[src/oef_regs.svh]
// Register codes, bit positions, reset values and timing counts of the OTG event block.
`ifndef OEF_REGS_SVH
`define OEF_REGS_SVH

// ----------------------------------------------------------------------------
// Command codes
// ----------------------------------------------------------------------------
`define OEF_CMD_CTRL_RD     8'h67
`define OEF_CMD_FLAGS_RD    8'h68
`define OEF_CMD_MASK_RD     8'h69
`define OEF_CMD_CTRL_WR     8'hE7
`define OEF_CMD_FLAGS_WR    8'hE8
`define OEF_CMD_MASK_WR     8'hE9

// ----------------------------------------------------------------------------
// Event bit positions, shared by the flag and enable registers
// ----------------------------------------------------------------------------
`define OEF_BIT_PLUG_ID     0
`define OEF_BIT_VBUS_VLD    1
`define OEF_BIT_SESS_END    2
`define OEF_BIT_A_SESSION   3
`define OEF_BIT_B_SESSION   4
`define OEF_BIT_REMOTE_CONN 5
`define OEF_BIT_SUSPEND     6
`define OEF_BIT_RESUME      7
`define OEF_BIT_SRP         8
`define OEF_BIT_LONG_SE0    9
`define OEF_BIT_TIMER       10
`define OEF_EVT_W           11
`define OEF_BIT_SRP_SELECT  0

// ----------------------------------------------------------------------------
// Reset values
// ----------------------------------------------------------------------------
`define OEF_MASK_RST        11'h000
`define OEF_FLAGS_RST       11'h000
`define OEF_CTRL_RST        1'h0
`define OEF_WORD_ZERO       16'h0000

// ----------------------------------------------------------------------------
// Timing
// ----------------------------------------------------------------------------
`define OEF_CLK_PERIOD_NS   10
`define OEF_SE0_TIME_US     2000
`define OEF_IDLE_TIME_US    3000
`define OEF_SE0_CYCLES      ((`OEF_SE0_TIME_US * 1000 + `OEF_CLK_PERIOD_NS - 1) / `OEF_CLK_PERIOD_NS)
`define OEF_IDLE_CYCLES     ((`OEF_IDLE_TIME_US * 1000 + `OEF_CLK_PERIOD_NS - 1) / `OEF_CLK_PERIOD_NS)
`define OEF_DUR_W           20

`endif

[src/oef_pkg.sv]
// Types shared by the OTG event block.
package oef_pkg;

	typedef logic [7:0]  oef_cmd_t;
	typedef logic [15:0] oef_word_t;
	typedef logic [10:0] oef_evt_t;

	// Bus line condition used for resume detection.
	typedef enum logic [0:0] {
		OEF_LINE_ACTIVE,
		OEF_LINE_SUSPENDED
	} oef_line_st_t;

endpackage

[src/oef_event_flags.sv]
// OTG event flags, enable mask and interrupt gating behind a command-code port.
//
// Summary of operation
// - Session-end level change in either direction sets flag bit 2.
// - Bus-voltage-valid level toggle sets flag bit 1.
// - Plug ID level change sets flag bit 0.
// - Writing one clears a flag; writing zero leaves it.
// - Enable mask is read with code 69h and written with code E9h.
// - Enable bit 10 gates the timer expiry interrupt.
// - Enable bit 9 gates the long single-ended-zero interrupt.
// - Enable bit 8 gates the session request interrupt.
// - Enable bit 7 gates the resume interrupt; only J to K counts.
// - Enable bit 6 gates the bus suspend interrupt.
// - Enable bit 5 gates the remote connection change interrupt.
// - Enable bit 4 gates the B session valid change interrupt.
// - Enable bit 3 gates the A session valid change interrupt.
// - Enable bit 2 gates the session-end change interrupt.
// - Enable bit 1 gates the bus-voltage-valid change interrupt.
// - Enable bit 0 gates the ID change interrupt; all resets zero, 15-11 reserved.
// - Single-ended zero held over 2 ms sets the long SE0 flag.
// - Bus idle over 3 ms sets the suspend flag.
// - J to K change while suspended sets the resume flag.
// - Session request from bus-voltage or data-line pulsing, chosen by control bit.
`timescale 1ns/100ps
`include "oef_regs.svh"

module oef_event_flags #(
	parameter int unsigned SE0_CYCLES  = `OEF_SE0_CYCLES,
	parameter int unsigned IDLE_CYCLES = `OEF_IDLE_CYCLES
) (
	input  wire logic              clk,
	input  wire logic              srst,
	input  wire oef_pkg::oef_cmd_t regAddr,
	input  wire oef_pkg::oef_word_t regWdata,
	input  wire logic              regWr,
	input  wire logic              regRd,
	output oef_pkg::oef_word_t     regRdata,
	input  wire logic              sessionEndLevel,
	input  wire logic              busVoltageValidLevel,
	input  wire logic              plugIdLevel,
	input  wire logic              lineSe0,
	input  wire logic              lineJ,
	input  wire logic              lineK,
	input  wire logic              timerExpiredPulse,
	input  wire logic              remoteConnChangePulse,
	input  wire logic              bSessionValidChangePulse,
	input  wire logic              aSessionValidChangePulse,
	input  wire logic              vbusPulsingSeen,
	input  wire logic              dataLinePulsingSeen,
	output logic                   otgIrq
);

	import oef_pkg::*;

	// ------------------------------------------------------------------------
	// Helpers
	// ------------------------------------------------------------------------

	// True when a strobe carries the given command code.
	function automatic logic cmdHit(input logic strobe, input oef_cmd_t addr,
		input oef_cmd_t code);
		return strobe && (addr == code);
	endfunction

	// Widens an event vector into a bus word with the reserved bits at zero.
	function automatic oef_word_t toWord(input oef_evt_t v);
		return {5'h00, v};
	endfunction

	// ------------------------------------------------------------------------
	// Pin synchronisers
	// ------------------------------------------------------------------------

	localparam int LV_SESS = 0;
	localparam int LV_VBUS = 1;
	localparam int LV_ID   = 2;
	localparam int LV_SE0  = 3;
	localparam int LV_J    = 4;
	localparam int LV_K    = 5;

	logic [5:0] meta_q;
	logic [5:0] sync_q;
	logic [5:0] prev_q;
	logic [2:0] settle_q;
	logic       armed;

	// Two flip-flops on every pin level before any logic reads it.
	always_ff @(posedge clk)
	begin
		if (srst)
		begin
			meta_q <= 6'h00;
			sync_q <= 6'h00;
		end
		else
		begin
			meta_q <= {lineK, lineJ, lineSe0, plugIdLevel, busVoltageValidLevel,
				sessionEndLevel};
			sync_q <= meta_q;
		end
	end

	// Keeps the previous synchronised levels for change detection.
	always_ff @(posedge clk)
	begin
		if (srst)
			prev_q <= 6'h00;
		else
			prev_q <= sync_q;
	end

	// Holds off change detection until the synchronisers carry real pin levels.
	always_ff @(posedge clk)
	begin
		if (srst)
			settle_q <= 3'h0;
		else
			settle_q <= {settle_q[1:0], 1'b1};
	end

	assign armed = settle_q[2];

	// ------------------------------------------------------------------------
	// Bus timing detectors
	// ------------------------------------------------------------------------

	logic se0Expired;
	logic idleExpired;
	logic lineIdle;

	// The idle bus rests in J; any single-ended zero breaks the idle time.
	assign lineIdle = sync_q[LV_J] && !sync_q[LV_SE0];

	// Long single-ended zero detector.
	oef_duration_timer #(
		.LIMIT (SE0_CYCLES)
	) se0Timer (
		.clk     (clk),
		.srst    (srst),
		.level   (sync_q[LV_SE0]),
		.expired (se0Expired)
	);

	// Idle bus detector for suspend.
	oef_duration_timer #(
		.LIMIT (IDLE_CYCLES)
	) idleTimer (
		.clk     (clk),
		.srst    (srst),
		.level   (lineIdle),
		.expired (idleExpired)
	);

	// ------------------------------------------------------------------------
	// Suspend tracking
	// ------------------------------------------------------------------------

	oef_line_st_t lineSt_q;
	logic         jToK;

	// A resume needs the bus to step straight from J to K.
	assign jToK = prev_q[LV_J] && sync_q[LV_K];

	// Enters suspend after the idle time and leaves it on any non-idle state.
	always_ff @(posedge clk)
	begin
		if (srst)
			lineSt_q <= OEF_LINE_ACTIVE;
		else
		begin
			case (lineSt_q)
				OEF_LINE_ACTIVE:
					if (idleExpired)
						lineSt_q <= OEF_LINE_SUSPENDED;
				OEF_LINE_SUSPENDED:
					if (!lineIdle)
						lineSt_q <= OEF_LINE_ACTIVE;
				default:
					lineSt_q <= OEF_LINE_ACTIVE;
			endcase
		end
	end

	// ------------------------------------------------------------------------
	// Control register
	// ------------------------------------------------------------------------

	logic srpSelect_q;
	logic srpEvent;

	// Chooses data-line pulsing when set, bus-voltage pulsing when clear.
	always_ff @(posedge clk)
	begin
		if (srst)
			srpSelect_q <= `OEF_CTRL_RST;
		else if (cmdHit(regWr, regAddr, `OEF_CMD_CTRL_WR))
			srpSelect_q <= regWdata[`OEF_BIT_SRP_SELECT];
	end

	// Only the selected form of session request is taken.
	assign srpEvent = srpSelect_q ? dataLinePulsingSeen : vbusPulsingSeen;

	// ------------------------------------------------------------------------
	// Event flags
	// ------------------------------------------------------------------------

	oef_evt_t flags_q;
	oef_evt_t flags_d;
	oef_evt_t flagSet;
	oef_evt_t flagClr;

	// Gathers this cycle's events into one vector.
	always_comb
	begin
		flagSet = '0;
		flagSet[`OEF_BIT_SESS_END]   = armed && (sync_q[LV_SESS] != prev_q[LV_SESS]);
		flagSet[`OEF_BIT_VBUS_VLD]   = armed && (sync_q[LV_VBUS] != prev_q[LV_VBUS]);
		flagSet[`OEF_BIT_PLUG_ID]    = armed && (sync_q[LV_ID] != prev_q[LV_ID]);
		flagSet[`OEF_BIT_A_SESSION]   = aSessionValidChangePulse;
		flagSet[`OEF_BIT_B_SESSION]   = bSessionValidChangePulse;
		flagSet[`OEF_BIT_REMOTE_CONN] = remoteConnChangePulse;
		flagSet[`OEF_BIT_SUSPEND]    = idleExpired;
		flagSet[`OEF_BIT_RESUME]     = armed && (lineSt_q == OEF_LINE_SUSPENDED) && jToK;
		flagSet[`OEF_BIT_SRP]        = srpEvent;
		flagSet[`OEF_BIT_LONG_SE0]   = se0Expired;
		flagSet[`OEF_BIT_TIMER]      = timerExpiredPulse;
	end

	// Write-one-to-clear; an event in the clearing cycle still sets the flag.
	always_comb
	begin
		flagClr = '0;
		if (cmdHit(regWr, regAddr, `OEF_CMD_FLAGS_WR))
			flagClr = regWdata[`OEF_EVT_W-1:0];
		flags_d = (flags_q & ~flagClr) | flagSet;
	end

	// Holds the sticky flags.
	always_ff @(posedge clk)
	begin
		if (srst)
			flags_q <= `OEF_FLAGS_RST;
		else
			flags_q <= flags_d;
	end

	// ------------------------------------------------------------------------
	// Enable mask
	// ------------------------------------------------------------------------

	oef_evt_t mask_q;

	// Eleven enable bits; bits 15 to 11 of the write word are dropped.
	always_ff @(posedge clk)
	begin
		if (srst)
			mask_q <= `OEF_MASK_RST;
		else if (cmdHit(regWr, regAddr, `OEF_CMD_MASK_WR))
			mask_q <= regWdata[`OEF_EVT_W-1:0];
	end

	// ------------------------------------------------------------------------
	// Interrupt output
	// ------------------------------------------------------------------------

	logic irq_q;

	// Each enable bit gates its own flag; any surviving flag raises the line.
	always_ff @(posedge clk)
	begin
		if (srst)
			irq_q <= 1'b0;
		else
			irq_q <= |(flags_q & mask_q);
	end

	assign otgIrq = irq_q;

	// ------------------------------------------------------------------------
	// Read port
	// ------------------------------------------------------------------------

	oef_word_t rdata_q;

	// Read data stand for one cycle after the strobe; unknown codes read zero.
	always_ff @(posedge clk)
	begin
		if (srst || !regRd)
			rdata_q <= `OEF_WORD_ZERO;
		else if (regAddr == `OEF_CMD_MASK_RD)
			rdata_q <= toWord(mask_q);
		else if (regAddr == `OEF_CMD_FLAGS_RD)
			rdata_q <= toWord(flags_q);
		else if (regAddr == `OEF_CMD_CTRL_RD)
			rdata_q <= {15'h0000, srpSelect_q};
		else
			rdata_q <= `OEF_WORD_ZERO;
	end

	assign regRdata = rdata_q;
endmodule // oef_event_flags

[src/oef_duration_timer.sv]
// Detector that pulses once when a level has been held longer than a set count.
`timescale 1ns/100ps
`include "oef_regs.svh"

module oef_duration_timer #(
	parameter int unsigned LIMIT = 4
) (
	input  wire logic clk,
	input  wire logic srst,
	input  wire logic level,
	output logic      expired
);

	localparam logic [`OEF_DUR_W-1:0] LIM = LIMIT[`OEF_DUR_W-1:0];

	logic [`OEF_DUR_W-1:0] cnt_q;
	logic                  expired_q;

	// Counts cycles of the held level and saturates one past the limit.
	always_ff @(posedge clk)
	begin
		if (srst || !level)
			cnt_q <= '0;
		else if (cnt_q <= LIM)
			cnt_q <= cnt_q + 1'b1;
	end

	// Pulses once when the level stays beyond the limit, so the time is exceeded.
	always_ff @(posedge clk)
	begin
		if (srst)
			expired_q <= 1'b0;
		else
			expired_q <= level && (cnt_q == LIM);
	end

	assign expired = expired_q;
endmodule // oef_duration_timer

[config.mk]
export PLATFORM = sky130hd
export DESIGN_NAME = oef_event_flags
export DESIGN_NICKNAME = d
export VERILOG_FILES = /design/src/oef_pkg.sv /design/src/oef_event_flags.sv /design/src/oef_duration_timer.sv
export VERILOG_INCLUDE_DIRS = /design/src
export SDC_FILE = /design/constraint.sdc
export NUM_CORES = 1
export LEC_CHECK = 0
export BUFFER_PORTS_ARGS = -buffer_cell sky130_fd_sc_hd__buf_2
export CAP_MARGIN = 20
export CELL_PAD_IN_SITES_DETAIL_PLACEMENT = 1
export CELL_PAD_IN_SITES_GLOBAL_PLACEMENT = 2
export CORE_ASPECT_RATIO = 1.2
export CORE_MARGIN = 2
export CORE_UTILIZATION = 30
export CTS_CLUSTER_SIZE = 12
export DETAILED_ROUTE_END_ITERATION = 10
export HOLD_SLACK_MARGIN = 0.1
export PLACE_DENSITY = 0.69
export SYNTH_ARGS = -nofsm -noshare
export SYNTH_HDL_FRONTEND = slang
export SYNTH_HIERARCHICAL = 1
export SYNTH_SLANG_ARGS = --single-unit
export TNS_END_PERCENT = 10
[constraint.sdc]
create_clock -name clk -period 1.75 [get_ports clk]
set_input_delay 0.175 -clock clk [delete_from_list [all_inputs] [get_ports clk]]
set_output_delay 0.175 -clock clk [all_outputs]
set_load 0.01 [all_outputs]
==> results.cfg <==
[outcome]
status = complete, but fails checks
failed_checks = DRC, setup timing

[global_route]
grt_pass1_vias = 3753
grt_max_degree = 20
grt_use_total_pct = 14.3
antenna_found_initial = 0
grt_pass1_wl_um = 17700
grt.overflow.total = 0

[place]
dpl.cell_count = 717
dp_hpwl_um = 7760
pre_cts_slack_ps = -103
place_congestion = 0.740
place_area_um2 = 5040
io_buffer_count = 46

[timing]
setup_viol = 8
timing.hold.ws_ps = 111
max_freq_mhz = 551
final_max_slew_viol_count = 0
fin_skew_ps = 4.69
rsz0062_at_grt = true
fin_crit_ps = 1810
final_hold_viol_count = 0
layout_setup_ws_ps = -64.5
period_share_pct = 104

[finish]
fin_cells = 756
final_nets = 626
area_growth_pct = 33.6
stdcell_area_um2 = 5720
drive_above_1_share_pct = 31.5
antenna_cells = 0

[power]
power_density_nw_per_um2 = 772
p_total_w = 0.00442
leakagePower_nw = 2.12
irDropWorstVdd_uv = 446

[cts]
cts.sinks = 97
cts_buffer_depth = 2
cts_tree = done
clkSlewWorstSetupHoldPaths_ps = 70
cts_root_buffer = clkbuf_16
clk_latency_ps = 340
cts-buffers-inserted = 9
htreeDepth = 3

[critical_path]
critical_path_class = register to register
critical_path.top_delay_family = simple AND/OR/NAND/NOR gates
cpPeakStageDelay_ps = 450
worstPathCellList = nor4b_4 > nand4_4 > or3_4 > a2111o_1 > o21ai_1
cp.arrival_ps = 2090
endpoint_kind = register
slowest_stage = or3_4
worst_setup_path_start_kind = register
worstPathMaxFanout = 6
critPathRequiredTime_ps = 2020
path_buf_inv = 0

[synth]
yosysWarnings = 6
synth_simple_gate_area_share_pct = 26.4
synthTopCellsByArea = dfxtp_1 (45%), mux2i_1 (7.7%), nand2_1 (4.7%)
syn_avg_cell_area_um2 = 9.27
synth_edf_count = 0
ys_seq_area_share_pct = 45.3
yosysTopAreaCellShare_pct = 45.3
async_flop_share_pct = 0
yosysTopAreaCell = dfxtp_1
synth_top_family_by_area = simple AND/OR/NAND/NOR gates
ys_types = 61
synth_xor_area_share_pct = 2.66
synth_cells = 462
netlist_area_um2 = 4280
ys.flop_type = dfxtp_1
yosys-mux-area-fraction_pct = 7.98
ys_ff_latch = 97
synth-adder-area-share_pct = 1.17
synth-compound-area-share_pct = 11.7

[floorplan]
core_area_um2 = 13900
die_width_um = 113
die_h_um = 135
boundaryPins = 57
dieArea_um2 = 15300
initial_core_util_pct = 30.9
num_rows = 47

[drt]
first_pass_iters = 7
drt_iter0_markers = 130
ant_nets = 0
vias_per_cell = 4.87
num_vias = 3684
finalWirelength_um = 10800
drc = 8
post_drt_wl_per_cell_um = 14.3

[min_path]
hold_path_class = primary input to register

[job]
drv_cap = 0
[through the flow]
step | util (%) | TNS, ps
after floorplan | - | -24.0
after global placement | 36.3 | -142
after detailed placement | 36.3 | -457
after CTS | 40.2 | -258
after global routing | 41.2 | -1880
final | 41.2 | -315
[metal layers]
layer	GRT usage (%)	vias to the layer above	routed length (µm)
li1	-	1854	-
met1	17.0	1769	4860
met2	25.9	50	5520
met3	2.47	11	292
met4	4.47	0	154
met5	0	-	0
[final timing paths]
kind	startpoint	end	slack, ps	cells after the start
worst max-delay path	idleTimer/cnt_q[13]$_SDFFE_PP0P_	idleTimer/cnt_q[9]$_SDFFE_PP0P_	-60	5
worst min-delay path	bSessionValidChangePulse	flags_q[4]$_SDFF_PP0_	110	3
worst max register to register	idleTimer/cnt_q[13]$_SDFFE_PP0P_	idleTimer/cnt_q[9]$_SDFFE_PP0P_	-60	5
worst min register to register	meta_q[2]$_SDFF_PP0_	sync_q[2]$_SDFF_PP0_	440	1
[cells in the mapped netlist, types with 10 or more instances]
cell and n:
nor2_1 31, nand2b_1 10, a21oi_1 19, xnor2_1 10, dfxtp_1 97, nand3_1 11
nand4_1 11, a311oi_1 10, nand2_1 54, inv_1 18, nor2_2 10, o21ai_0 16
mux2i_1 33, nor2b_1 23
[report_power, final]
part	internal, W	leakage [nW]	switching, W
Combinational	0.000109	1.19	0.000105
Sequential	0.00224	0.792	0.0000175
Clock	0.00113	0.137	0.000821
Total	0.00347	2.12	0.000943
[cell families after synthesis]
group                      after synthesis
xor gates and xnor gates                13
DFF                                     97
AOI/OAI and AO/OA                       71
and+or+nand+nor                        202
muxes                                   34
other                                    1
adders and majority gates                4
buffers and inverters                   40
[registers in the layout, summed over array words and instances (netlist names), 4 cells and up]
| name | count |
|---|---|
| flags_q | 11 |
| idleTimer/cnt_q | 20 |
| mask_q | 11 |
| meta_q | 6 |
| prev_q | 4 |
| regRdata | 11 |
| se0Timer/cnt_q | 20 |
| sync_q | 6 |
[what timing repair did]
| item | 4_1_cts | 5_1_grt |
|---|---|---|
| hold buffers | 19 | 0 |
| endpoints found under the setup margin | 16 | 36 |
| endpoints found under the hold margin | 23 | 0 |
| gates resized for setup | 9 | 31 |
| buffers inserted | 3 | 2 |
| pin swaps | 2 | 8 |
| gates cloned | 1 | 0 |
[worst register-to-register path: cells and delay by family, from the launching register on]
family | cells | cell delay [ps]
DFF | 1 | 370
and+or+nand+nor | 3 | 950
AOI/OAI and AO/OA | 2 | 440
[layout by cell type, fill, tap and decap left out, types with 3 or more instances in the layout]
master	netlist	routed
inv_1	18	18
o21a_1	3	3
xor2_1	3	3
o211ai_1	3	3
nand2_1	54	54
mux2i_1	33	33
nor2_2	10	10
nor2b_1	23	23
nor3_2	1	6
dfxtp_2	0	8
a21oi_1	19	14
nand3_1	11	9
or3_1	8	8
nor4_2	1	8
buf_2	3	46
dfxtp_1	97	88
and3_1	3	3
conb_1	1	5
nand4_1	11	11
buf_4	8	59
and2_1	4	4
nor4b_2	4	3
dlygate4sd3_1	0	19
ha_1	4	3
o21ai_0	16	14
a21oi_2	0	5
clkbuf_16	0	9
a211oi_2	4	4
nor2_1	31	31
xnor2_1	10	9
a311oi_1	10	10
nand2b_1	10	10
[area by class of cell]
cell class / instances / area, µm²
fill: 1598 / 8160
timing repair buffer: 126 / 886
sequential: 97 / 1960
multi-input combinational: 330 / 2310
clock buffer: 11 / 243
inverter: 18 / 67.6
tap: 171 / 214
clock inverter: 3 / 42.5
Power figures use the tool's default switching activity.
